**src/shared/lldram_pkg.sv**
```systemverilog
// What this block does
// - Deselect leaves running operations undisturbed
// - Chip select high forces internal idle
// - Read starts burst at bank and address
// - Write starts burst at bank and address
// - Masked write words leave array unchanged
// - Refresh uses bank input, internal row
// - Ready after lock time and row cycle following refreshes
// - Impedance recalibration never disturbs operation
// - Mode load stores eighteen address bits
// - Mode load anytime after the power-up wait, pending work abandoned
// - Command encoding from select, write, refresh
// - Config sets row cycle, latencies, write +1
package lldram_pkg;

    localparam int BANK_W = 3;
    localparam int BANKS = 8;
    localparam int ADDR_W = 21;
    localparam int MODE_W = 18;
    localparam int ROW_W = 13;
    localparam int DATA_W = 18;
    localparam int CNT_W = 4;
    localparam int CFG_LSB = 0;
    localparam int CFG_W = 3;
    localparam int BL_LSB = 3;
    localparam int BL_W = 2;
    localparam int ODT_BIT = 9;
    localparam int TEST_LSB = 10;
    localparam int TEST_W = 8;

    localparam logic [BL_W-1:0] BL_TWO = 2'h0;
    localparam logic [BL_W-1:0] BL_FOUR = 2'h1;
    localparam logic [BL_W-1:0] BL_EIGHT = 2'h2;
    localparam logic [MODE_W-1:0] MODE_RESET = 18'h00001;
    localparam logic [2:0] MRSC_CYC = 3'h6;
    localparam logic [1:0] DUMMY_LOADS = 2'h2;

    localparam int unsigned CLK_PERIOD_PS = 4000;
    localparam int unsigned PLL_LOCK_US = 15;
    localparam int unsigned PLL_LOCK_CYC =
        (PLL_LOCK_US * 1000000 + CLK_PERIOD_PS - 1) / CLK_PERIOD_PS;
    localparam int unsigned POWERUP_US = 200;
    localparam int unsigned POWERUP_CYC =
        (POWERUP_US * 1000000 + CLK_PERIOD_PS - 1) / CLK_PERIOD_PS;
    localparam logic [11:0] RECAL_PERIOD = 12'hFFF;
    localparam logic [11:0] RECAL_LEN = 12'h010;

    typedef enum logic [2:0] {CMD_IDLE, CMD_MODE, CMD_READ, CMD_WRITE, CMD_REF} cmd_t;

    typedef struct packed {
        logic cs_n;
        logic we_n;
        logic ref_n;
        logic [BANK_W-1:0] bank;
        logic [ADDR_W-1:0] addr;
    } cmd_pins_t;

    typedef struct packed {
        logic valid;
        logic [BANK_W-1:0] bank;
        logic [ADDR_W-1:0] addr;
    } access_t;

    typedef struct packed {
        logic valid;
        logic [BANK_W-1:0] bank;
        logic [ROW_W-1:0] row;
    } refresh_t;

    typedef struct packed {
        logic en;
        logic [BANK_W-1:0] bank;
        logic [ADDR_W-1:0] addr;
        logic [DATA_W-1:0] data;
    } array_write_t;

    function automatic cmd_t decode_cmd(input cmd_pins_t p);
        if (p.cs_n) begin
            return CMD_IDLE;
        end
        case ({p.we_n, p.ref_n})
            2'h0: return CMD_MODE;
            2'h3: return CMD_READ;
            2'h1: return CMD_WRITE;
            default: return CMD_REF;
        endcase
    endfunction

    function automatic logic [CNT_W-1:0] trc_of(input logic [CFG_W-1:0] cfg);
        case (cfg)
            3'h1: return 4'h4;
            3'h2: return 4'h6;
            3'h3: return 4'h8;
            3'h4: return 4'h3;
            default: return 4'h5;
        endcase
    endfunction

    function automatic logic [CNT_W-1:0] beats_of(input logic [BL_W-1:0] bl);
        case (bl)
            BL_FOUR: return 4'h2;
            BL_EIGHT: return 4'h4;
            default: return 4'h1;
        endcase
    endfunction

    function automatic logic mode_ok(input logic [MODE_W-1:0] m);
        logic [CFG_W-1:0] cfg;
        logic [BL_W-1:0] bl;
        cfg = m[CFG_LSB +: CFG_W];
        bl = m[BL_LSB +: BL_W];
        return (m[TEST_LSB +: TEST_W] == 8'h00) && (cfg >= 3'h1) && (cfg <= 3'h5)
            && (bl != 2'h3) && !(bl == BL_EIGHT && (cfg == 3'h1 || cfg == 3'h4));
    endfunction

endpackage

```
**src/core/lldram_cmd_front.sv**
```systemverilog
`timescale 1ns/1ns
module lldram_cmd_front
    import lldram_pkg::*;
#(
    parameter int unsigned POWERUP_CYCLES = POWERUP_CYC
)
(
    input logic clk,
    input logic srst,
    input logic ce,
    input cmd_pins_t pins,
    input logic wr_valid,
    input logic write_byte_mask,
    input logic [DATA_W-1:0] wr_data,
    output access_t rd_req,
    output access_t wr_req,
    output refresh_t ref_req,
    output array_write_t arr_wr,
    output logic [MODE_W-1:0] mode_load_bits,
    output logic [CNT_W-1:0] read_latency,
    output logic [CNT_W-1:0] write_latency,
    output logic device_ready,
    output logic [BANKS-1:0] bank_busy,
    output logic reserved_flag,
    output logic mode_busy_flag,
    output logic recal_active
);

    // ************************************************************
    // Command decode and state
    // ************************************************************
    typedef enum logic [2:0] {ST_POWER, ST_MODES, ST_REFRESH, ST_PLL, ST_READY} state_t;

    state_t state_reg, state_next;
    logic [31:0] wait_reg, wait_next;
    logic [1:0] loads_reg, loads_next;
    logic [BANKS-1:0] init_ref_reg, init_ref_next;
    logic [CNT_W-1:0] bank_cnt_reg [BANKS];
    logic [CNT_W-1:0] bank_cnt_next [BANKS];
    logic [CNT_W-1:0] burst_reg, burst_next;
    logic [2:0] mrsc_reg, mrsc_next;
    logic [MODE_W-1:0] mode_reg, mode_next;
    logic [CNT_W-1:0] rl_reg, rl_next, wl_reg, wl_next;
    access_t rd_reg, rd_next, wr_reg, wr_next, wr_addr_reg, wr_addr_next;
    refresh_t ref_reg, ref_next;
    array_write_t arr_reg, arr_next;
    logic ready_reg, ready_next;
    logic [BANKS-1:0] busy_reg, busy_next;
    logic resv_reg, resv_next, mbusy_reg, mbusy_next;
    logic [11:0] recal_cnt_reg, recal_cnt_next;
    logic recal_reg, recal_next;
    cmd_t cmd;
    logic busy;
    logic run;
    logic row_adv;
    logic [ROW_W-1:0] row_now;
    logic [MODE_W-1:0] load_bits;

    assign cmd = decode_cmd(pins);
    assign load_bits = pins.addr[MODE_W-1:0];
    assign run = (state_reg == ST_READY);

    always_comb begin
        busy = (burst_reg != 4'h0);
        for (int i = 0; i < BANKS; i++) begin
            busy = busy || (bank_cnt_reg[i] != 4'h0);
        end
    end

    lldram_refresh_rows u_rows (
        .clk(clk),
        .srst(srst),
        .ce(ce),
        .adv(row_adv),
        .bank(pins.bank),
        .row(row_now)
    );

    always_comb begin
        state_next = state_reg;
        wait_next = wait_reg;
        loads_next = loads_reg;
        init_ref_next = init_ref_reg;
        mrsc_next = (mrsc_reg != 3'h0) ? mrsc_reg - 3'h1 : mrsc_reg;
        burst_next = (burst_reg != 4'h0) ? burst_reg - 4'h1 : burst_reg;
        for (int i = 0; i < BANKS; i++) begin
            bank_cnt_next[i] = (bank_cnt_reg[i] != 4'h0) ? bank_cnt_reg[i] - 4'h1 : 4'h0;
        end
        mode_next = mode_reg;
        rl_next = rl_reg;
        wl_next = wl_reg;
        rd_next = '0;
        wr_next = '0;
        ref_next = '0;
        wr_addr_next = wr_addr_reg;
        resv_next = 1'b0;
        mbusy_next = 1'b0;
        row_adv = 1'b0;
        // deselect decodes to idle, nothing taken
        case (cmd)
            CMD_MODE: begin
                if (state_reg != ST_POWER) begin
                    mbusy_next = busy;
                    if (mode_ok(load_bits)) begin
                        mode_next = load_bits;
                        mrsc_next = MRSC_CYC;
                        rl_next = trc_of(load_bits[CFG_LSB +: CFG_W]);
                        wl_next = trc_of(load_bits[CFG_LSB +: CFG_W]) + 4'h1;
                        burst_next = 4'h0;
                        for (int i = 0; i < BANKS; i++) begin
                            bank_cnt_next[i] = 4'h0;
                        end
                    end else begin
                        resv_next = run;
                    end
                end
            end
            CMD_READ: begin
                if (run) begin
                    rd_next = '{valid: 1'b1, bank: pins.bank, addr: pins.addr};
                    bank_cnt_next[pins.bank] = rl_reg;
                    burst_next = rl_reg + beats_of(mode_reg[BL_LSB +: BL_W]);
                end
            end
            CMD_WRITE: begin
                if (run) begin
                    wr_next = '{valid: 1'b1, bank: pins.bank, addr: pins.addr};
                    wr_addr_next = wr_next;
                    bank_cnt_next[pins.bank] = rl_reg;
                    burst_next = wl_reg + beats_of(mode_reg[BL_LSB +: BL_W]);
                end
            end
            CMD_REF: begin
                if (run || state_reg == ST_REFRESH) begin
                    ref_next = '{valid: 1'b1, bank: pins.bank, row: row_now};
                    row_adv = 1'b1;
                    bank_cnt_next[pins.bank] = rl_reg;
                    init_ref_next[pins.bank] = 1'b1;
                end
            end
            default: begin
            end
        endcase
        case (state_reg)
            ST_POWER: begin
                wait_next = wait_reg + 32'h1;
                if (wait_reg >= POWERUP_CYCLES - 1) begin
                    state_next = ST_MODES;
                    wait_next = 32'h0;
                end
            end
            ST_MODES: begin
                // dummy loads then a valid one
                if (cmd == CMD_MODE) begin
                    if (loads_reg >= DUMMY_LOADS && mode_ok(load_bits)) begin
                        state_next = ST_REFRESH;
                    end else if (loads_reg < DUMMY_LOADS) begin
                        loads_next = loads_reg + 2'h1;
                    end
                end else if (cmd != CMD_IDLE) begin
                    loads_next = 2'h0;
                end
            end
            ST_REFRESH: begin
                if (init_ref_next == '1) begin
                    state_next = ST_PLL;
                    wait_next = 32'h0;
                end
            end
            ST_PLL: begin
                // lock time and row cycle before ready
                wait_next = wait_reg + 32'h1;
                if (wait_reg >= PLL_LOCK_CYC - 1 && !busy) begin
                    state_next = ST_READY;
                end
            end
            ST_READY: begin
            end
            default: begin
                state_next = ST_POWER;
            end
        endcase
        arr_next = '{en: wr_valid && !write_byte_mask && run, bank: wr_addr_reg.bank,
                     addr: wr_addr_reg.addr, data: wr_data};
        ready_next = (state_next == ST_READY);
        for (int i = 0; i < BANKS; i++) begin
            busy_next[i] = (bank_cnt_next[i] != 4'h0);
        end
    end

    always_ff @(posedge clk) begin
        if (srst) begin
            state_reg <= ST_POWER;
            wait_reg <= 32'h0;
            loads_reg <= 2'h0;
            init_ref_reg <= '0;
            bank_cnt_reg <= '{default: '0};
            burst_reg <= 4'h0;
            mrsc_reg <= 3'h0;
            mode_reg <= MODE_RESET;
            rl_reg <= trc_of(MODE_RESET[CFG_LSB +: CFG_W]);
            wl_reg <= trc_of(MODE_RESET[CFG_LSB +: CFG_W]) + 4'h1;
            rd_reg <= '0;
            wr_reg <= '0;
            wr_addr_reg <= '0;
            ref_reg <= '0;
            arr_reg <= '0;
            ready_reg <= 1'b0;
            busy_reg <= '0;
            resv_reg <= 1'b0;
            mbusy_reg <= 1'b0;
        end else if (ce) begin
            state_reg <= state_next;
            wait_reg <= wait_next;
            loads_reg <= loads_next;
            init_ref_reg <= init_ref_next;
            bank_cnt_reg <= bank_cnt_next;
            burst_reg <= burst_next;
            mrsc_reg <= mrsc_next;
            mode_reg <= mode_next;
            rl_reg <= rl_next;
            wl_reg <= wl_next;
            rd_reg <= rd_next;
            wr_reg <= wr_next;
            wr_addr_reg <= wr_addr_next;
            ref_reg <= ref_next;
            arr_reg <= arr_next;
            ready_reg <= ready_next;
            busy_reg <= busy_next;
            resv_reg <= resv_next;
            mbusy_reg <= mbusy_next;
        end
    end

    // ************************************************************
    // Output impedance recalibration
    // ************************************************************
    // runs beside commands, gates nothing
    always_comb begin
        recal_cnt_next = (recal_cnt_reg == RECAL_PERIOD) ? 12'h000 : recal_cnt_reg + 12'h001;
        recal_next = (recal_cnt_next < RECAL_LEN);
    end

    always_ff @(posedge clk) begin
        if (srst) begin
            recal_cnt_reg <= 12'h000;
            recal_reg <= 1'b0;
        end else if (ce) begin
            recal_cnt_reg <= recal_cnt_next;
            recal_reg <= recal_next;
        end
    end

    assign rd_req = rd_reg;
    assign wr_req = wr_reg;
    assign ref_req = ref_reg;
    assign arr_wr = arr_reg;
    assign mode_load_bits = mode_reg;
    assign read_latency = rl_reg;
    assign write_latency = wl_reg;
    assign device_ready = ready_reg;
    assign bank_busy = busy_reg;
    assign reserved_flag = resv_reg;
    assign mode_busy_flag = mbusy_reg;
    assign recal_active = recal_reg;
endmodule

```
**src/core/lldram_refresh_rows.sv**
```systemverilog
`timescale 1ns/1ns
module lldram_refresh_rows
    import lldram_pkg::*;
(
    input logic clk,
    input logic srst,
    input logic ce,
    input logic adv,
    input logic [BANK_W-1:0] bank,
    output logic [ROW_W-1:0] row
);

    logic [ROW_W-1:0] rows_reg [BANKS];
    logic [ROW_W-1:0] rows_next [BANKS];

    assign row = rows_reg[bank];

    always_comb begin
        rows_next = rows_reg;
        if (adv) begin
            rows_next[bank] = rows_reg[bank] + 13'h0001;
        end
    end

    always_ff @(posedge clk) begin
        if (srst) begin
            rows_reg <= '{default: '0};
        end else if (ce) begin
            rows_reg <= rows_next;
        end
    end

endmodule

```
**config.mk**
```make
export PLATFORM = sky130hd
export DESIGN_NAME = lldram_cmd_front
export DESIGN_NICKNAME = d
export VERILOG_FILES = /design/src/shared/lldram_pkg.sv /design/src/core/lldram_cmd_front.sv /design/src/core/lldram_refresh_rows.sv
export SDC_FILE = /design/constraint.sdc
export NUM_CORES = 1
export LEC_CHECK = 0
export BUFFER_PORTS_ARGS = -buffer_cell sky130_fd_sc_hd__buf_2
export CORE_MARGIN = 4
export CORE_UTILIZATION = 37
export CTS_BUF_LIST = sky130_fd_sc_hd__clkbuf_8
export CTS_CLUSTER_SIZE = 28
export DETAILED_ROUTE_END_ITERATION = 6
export SLEW_MARGIN = 10
export SYNTH_ARGS = -nofsm -noshare
export SYNTH_HDL_FRONTEND = slang
export SYNTH_HIERARCHICAL = 1
export SYNTH_SLANG_ARGS = --single-unit
```
**constraint.sdc**
```tcl
create_clock -name clk -period 3 [get_ports clk]
set_clock_uncertainty 0.2 [all_clocks]
set_input_delay 0.15 -clock clk [delete_from_list [all_inputs] [get_ports clk]]
set_output_delay 0.15 -clock clk [all_outputs]
set_load 0.02 [all_outputs]
```
==> results of run 1 <==
worst paths after layout:
| path | slack [ns] | startpoint | cells past startpoint | endpoint |
|---|---|---|---|---|
| worst max-delay path | 0.15 | state_reg[2]$_SDFFE_PP0P_ | 8 | u_rows/rows_reg[7]$_SDFFE_PP0P_ |
| worst min-delay path | 0.07 | wr_data[1] | 4 | arr_wr[1]$_SDFFE_PP0P_ |
| worst max register to register | 0.15 | state_reg[2]$_SDFFE_PP0P_ | 8 | u_rows/rows_reg[7]$_SDFFE_PP0P_ |
| worst min register to register | 0.25 | mode_load_bits[0]$_SDFFE_PP1P_ | 2 | mode_load_bits[0]$_SDFFE_PP1P_ |
placed cells by master (no fill, tap or decap), types with 13 or more instances in the layout:
master	instances
dfxtp_1	369
nand2_1	320
nor2_1	263
a21oi_1	207
buf_2	195
buf_4	106
nand3_1	105
clkbuf_8	75
o21ai_0	54
dlygate4sd3_1	53
mux2i_1	52
nor3_1	44
inv_1	43
a22oi_1	35
nor4_1	29
xnor2_1	27
nand4_1	27
or3_1	24
a211oi_1	22
nand3b_1	19
and3_1	17
and2_1	15
a31oi_1	15
ha_1	15
o221ai_1	14
nand2b_1	13
cell type report:
cell class,count,area share
Clock buffer,75,0.0484
Clock inverter,38,0.0149
Inverter,28,0.00493
Multi-Input combinational cell,1560,0.431
Sequential cell,369,0.347
Tap cell,607,0.0356
Timing Repair Buffer,366,0.119
worst min-delay path: stages:
cell           delay, ns
dlygate4sd3_1       0.51
buf_2               0.09
mux2i_1             0.05
nor2_1              0.07
layer usage:
| metal | global-route usage | wire (µm) |
|---|---|---|
| met1 | 0.278 | 23900 |
| met2 | 0.343 | 25800 |
| met3 | 0.0369 | 3430 |
| met4 | 0.0751 | 2080 |
| met5 | 0 | 0 |
what timing repair did:
item,in CTS,in global routing
hold buffers,53,0
hold endpoints to repair,221,0
gates resized for setup,0,0
logic make-up (layout without fill, tap and decap cells):
group | Yosys count | count (layout) | share of synthesized area
and+or+nand+nor | 947 | 947 | 0.257
AOI/OAI and AO/OA | 483 | 483 | 0.183
DFF | 369 | 369 | 0.424
buffers and inverters | 192 | 507 | 0.0504
muxes | 76 | 76 | 0.0544
xor gates and xnor gates | 37 | 37 | 0.0186
adders and majority gates | 17 | 17 | 0.0131
per-stage QoR:
stage | hold slack [ns] | util | cell area, µm² | power (mW) | worst slack (ns)
CTS | 0.0303 | 0.458 | 21300 | 10.9 | 0.206
finish | 0.0738 | 0.458 | 21300 | 10.8 | 0.146
global route | 0.0510 | 0.458 | 21300 | 11.3 | 0.0127
detailed placement | 0.194 | 0.417 | 19400 | 6.02 | 0.0489
global placement | 0.184 | 0.417 | 19400 | 6.00 | 0.118
floorplan | 0.0766 | - | 17400 | 5.72 | 0.00849
power by group:
| group | switching [mW] | internal [mW] |
|---|---|---|
| Combinational | 0.570 | 0.358 |
| Sequential | 0.0706 | 4.97 |
| Clock | 2.15 | 2.71 |
==> metrics, run 1 <==
status=complete, no violations; Total Routing Usage GR=0.209; DR pass1 iterations=6; Max-cap violations=0; EDFF count, synth=0; most common cell in the netlist=dfxtp_1; clk root buf=clkbuf_8; drt wl/cell=18.1 µm; number of global-route vias before repair=16,200; Post-Syn Nets=2,188; peak supply drop=367 µV; Core ar.=46,600 µm²; layout cells sized above 1=0.195; yosys warns=6; Critical Path RT=3.38 ns; Mean Syn Cell Area=8.22 µm²; RSZ-0062 raised after global routing=no; WP data arrival=3.23 ns; Crit Path Class=reg2reg; Yosys top cell area share=0.424; Final min period=2.85 ns; first-pass GRT wire length=87.6 mm; Site Rows=79; CTS tree=done; post-synthesis cell count=2,121; input/output buffers=197; H-tree Lvls=2; DP HPWL=36.6 mm; initial antenna violation count=0; Initial Util=0.375; fin nets=2,453; GRT Residual Overflow=0; Yosys top cell by area=dfxtp_1; Slowest cell on crit path=nor2_1; die area=50,700 µm²; crit-path leading delay family=simple AND/OR/NAND/NOR gates; Clk Latency, worst-skew pair=0.68 ns; f_max=350 MHz; CP Launch Type=register; worst slew margin relative to its limit=0.415; Post-synth ARST share=0; routability cong.=0.914; P&R area growth vs syn=22.2%; worst min-delay path category=in2reg; Syn Std Cell Area=17,400 µm²; postcts setup bufs=0; max reg flops=104; Non-Filler Instances=3,043; DRT antenna net count=0; Netlist cell types=93; final number of setup-violating endpoints=0; footprint of the multi-input gates=9180 µm²; Worst-Margin Slew=0.877 ns; vias=17,000; Worst-path clk slew=0.06 ns; ys flop type=dfxtp_1; Boundary Pins=198; post-synthesis register bit count=369; Slew Viols, Final=0; placed insts=2,877; CP Buf/Inv Count=1; Residual DRC=0; setup TNS=0 ns; Pwr per Cell Area=508 nW/µm²; CP peak stage delay=0.50 ns; routed vias/inst=5.59; largest net degree at the start of global routing=164; CP Capture Type=register; CTS sink cnt=369; sequential cell area fraction in the yosys report=0.424; Synth top cells by count=369 x dfxtp_1, 320 x nand2_1, 264 x nor2_1; Die Wd=225 µm; Final period util=0.951; worst-path cell chain=xor2_1 > buf_4 > and2_1 > nand3_1 > or2_2 > nor2_1 > nand2_1 > o311ai_1; 1st-iter DRT viols=1,595; ant diodes=0; CTS Buf Count=61; Die Ht=225 µm; leakage=8.39 nW; FILL cells=4,514; final wirelength=55.2 mm; final hold vios=0; register area=7390 µm²; synth top area cells=dfxtp_1 42%, nand2_1 6.9%, a21oi_1 5.9%, nor2_1 5.7%, nand3_1 3.0%; CP max FO=11; CTS Buffer Depth=3
Note: power is estimated with default switching activity, not from simulation.
==> run 2, diff against run 1 <==
--- a/config.mk
+++ b/config.mk
@@ -7,3 +7,3 @@
 export LEC_CHECK = 0
-export BUFFER_PORTS_ARGS = -buffer_cell sky130_fd_sc_hd__buf_2
+export BUFFER_PORTS_ARGS = -buffer_cell sky130_fd_sc_hd__buf_4
 export CORE_MARGIN = 4
==> constraint.sdc (replaced) <==
create_clock -name clk -period 3 [get_ports clk]
set_clock_uncertainty 0.2 [all_clocks]
set_input_delay 0.3 -clock clk [delete_from_list [all_inputs] [get_ports clk]]
set_output_delay 0.3 -clock clk [all_outputs]
set_load 0.005 [all_outputs]
==> run 2 against run 1 <==
Register-to-register slack better by 0.10 ns. Maximum frequency is 0.86% higher. Power is 1.3% lower. Non-clock buffer count is 4 lower. Critical endpoint is now u_rows/rows_reg[48]$_SDFFE_PP0P_. Global-route usage hardly changed. Hold slack better by 0.034 ns. Sequential power hardly changed. Via count is 1.2% lower. Largest cell class unchanged. Highest routed layer unchanged. Die area stayed put. Final area is 1.8% higher. First-iteration DRC count is 11% lower. Utilization is 0.82 points higher.
==> metrics, run 2 (synthesis results as in run 1) <==
Non-Filler Instances=3,035 (was 3,043); total chip power=10.7 mW (was 10.8 mW); ant diodes=0 (unchanged); Residual DRC=0 (unchanged); WHS Path Cells=4 (unchanged); P&R area growth vs syn=24.4% (was 22.2%); GRT Residual Overflow=0 (unchanged); proportion of power drawn by flip-flops and latches=0.472 (was 0.466); Die Wd=225 µm (unchanged); RSZ-0062 raised after global routing=no (unchanged); DR pass1 iterations=5 (was 6); H-tree Lvls=3 (was 2); Die Ht=225 µm (unchanged); footprint of the multi-input gates=9190 µm² (was 9180 µm²); setup TNS=0 ns (unchanged); clock power share=0.441 (was 0.449); CTS Buf Count=66 (was 61); Clk Latency, worst-skew pair=0.64 ns (was 0.68 ns); switching pwr=2.73 mW (was 2.79 mW); Final period util=0.943 (was 0.951); WP data arrival=3.16 ns (was 3.23 ns); Initial Util=0.375 (unchanged); final wirelength=54.9 mm (was 55.2 mm); CP max FO=19 (was 11); largest net degree at the start of global routing=107 (was 164); Setup Slack @ Placement=0.0255 ns (was 0.0489 ns); Worst-path clk slew=0.06 ns (about the same); routability cong.=0.881 (was 0.914); Logic pwr share=0.087 (was 0.086); CTS Buffer Depth=3 (unchanged); worst min-delay path category=in2reg (unchanged); CTS tree=done (unchanged); CP Launch Type=input port (was register); leakage=8.36 nW (was 8.39 nW); vias=16,800 (was 17,000); worst-path cell chain=dlygate4sd3_1 > buf_6 > buf_12 > mux2_2 > a32o_1 > a211oi_2 > buf_4 > buf_4 > nor2_2 > and2_1 > buf_4 > a2111oi_2 (was xor2_1 > buf_4 > and2_1 > nand3_1 > or2_2 > nor2_1 > nand2_1 > o311ai_1); final hold vios=0 (unchanged); CTS sink cnt=369 (unchanged); placed cell area=19,900 µm² (was 19,400 µm²); f_max=353 MHz (was 350 MHz); crit-path most repeated cell=buf_4; Slowest cell on crit path=dlygate4sd3_1 (was nor2_1); number of global-route vias before repair=16,100 (was 16,200); first-pass GRT wire length=86.7 mm (was 87.6 mm); Boundary Pins=198 (unchanged); worst setup margin=0.170 ns (was 0.146 ns); post-layout util=0.466 (was 0.458); max reg flops=104 (unchanged); Fin Hold WS=0.107 ns (was 0.0738 ns); Site Rows=79 (unchanged); Final min period=2.83 ns (was 2.85 ns); Slew Viols, Final=0 (unchanged); r2r worst-path depth=7 (was 8); drt wl/cell=18.1 µm (about the same); initial antenna violation count=0 (unchanged); peak supply drop=394 µV (was 367 µV); placed insts=2,880 (was 2,877); FILL cells=4,553 (was 4,514); Worst-Margin Slew=0.902 ns (was 0.877 ns); clk root buf=clkbuf_8 (unchanged); CP peak stage delay=0.57 ns (was 0.50 ns); Crit Path Class=in2reg (was reg2reg); Total Routing Usage GR=0.209 (about the same); commonest non-fill, non-tap cell in the layout=dfxtp_1 (unchanged); Pwr per Cell Area=493 nW/µm² (was 508 nW/µm²); input/output buffers=197 (unchanged); Sw Ratio=0.256 (was 0.258); DP HPWL=36.6 mm (about the same); Core ar.=46,600 µm² (unchanged); P_int=7.96 mW (was 8.04 mW); routed vias/inst=5.53 (was 5.59); Final Cell Area=21,700 µm² (was 21,300 µm²); status=complete, no violations (unchanged); most frequent cells in the layout=369 x dfxtp_1, 320 x nand2_1, 306 x buf_4 (was 369 x dfxtp_1, 320 x nand2_1, 263 x nor2_1); final number of setup-violating endpoints=0 (unchanged); DRT antenna net count=0 (unchanged); CP Capture Type=register (unchanged); register area=7390 µm² (unchanged); Critical Path RT=3.33 ns (was 3.38 ns); layout cells sized above 1=0.198 (was 0.195); 1st-iter DRT viols=1,416 (was 1,595); die area=50,700 µm² (unchanged); postcts setup bufs=0 (unchanged); Max-cap violations=0 (unchanged); worst slew margin relative to its limit=0.399 (was 0.415); fin nets=2,454 (was 2,453)
-- run 2: worst paths after layout --
kind,start,slack [ns],end
hold / removal,pins[22],0.11,ref_req[14]$_SDFFE_PP0P_
setup / recovery,pins[23],0.17,u_rows/rows_reg[48]$_SDFFE_PP0P_
hold reg to reg,mode_load_bits[0]$_SDFFE_PP1P_,0.25,mode_load_bits[0]$_SDFFE_PP1P_
setup reg to reg,state_reg[0]$_SDFFE_PP0P_,0.25,u_rows/rows_reg[33]$_SDFFE_PP0P_
-- run 2: final cells by class --
type | count | area share
clock buffers | 80 | 0.0508
clock inverters | 29 | 0.00969
inverters | 28 | 0.00485
multi-input cells | 1560 | 0.424
flip-flops and latches | 369 | 0.341
well taps | 607 | 0.0350
repair buffers | 362 | 0.135
-- run 2: worst max-delay path, delay by kind of cell --
family                 cells  cell delay, ns
AOI/OAI and AO/OA          3            0.70
buffers and inverters      6            1.52
and+or+nand+nor            2            0.26
muxes                      1            0.36
-- run 2: what timing repair did --
action                     in CTS  in global routing
setup endpoints to repair       0                 18
gates resized for setup         0                  4
hold buffers                   46                  0
hold endpoints to repair      150                  0
-- run 2: power groups by stage --
stage	sequential [mW]	clock [mW]	combinational (mW)
after floorplan	5.14	0	0.551
after global placement	5.14	0	0.857
after detailed placement	5.15	0	0.868
after CTS	5.04	4.86	0.921
after global routing	5.05	5.07	1.01
final	5.05	4.72	0.927
-- run 2: per-layer routing --
metal	vias up	share of wire	track usage	wire [µm]
met4	0	0.038	0.0850	2090
li1	8101	-	-	-
met3	137	0.054	0.0400	2940
met2	507	0.47	0.339	26000
met5	-	0	0	0
met1	8043	0.44	0.275	23900
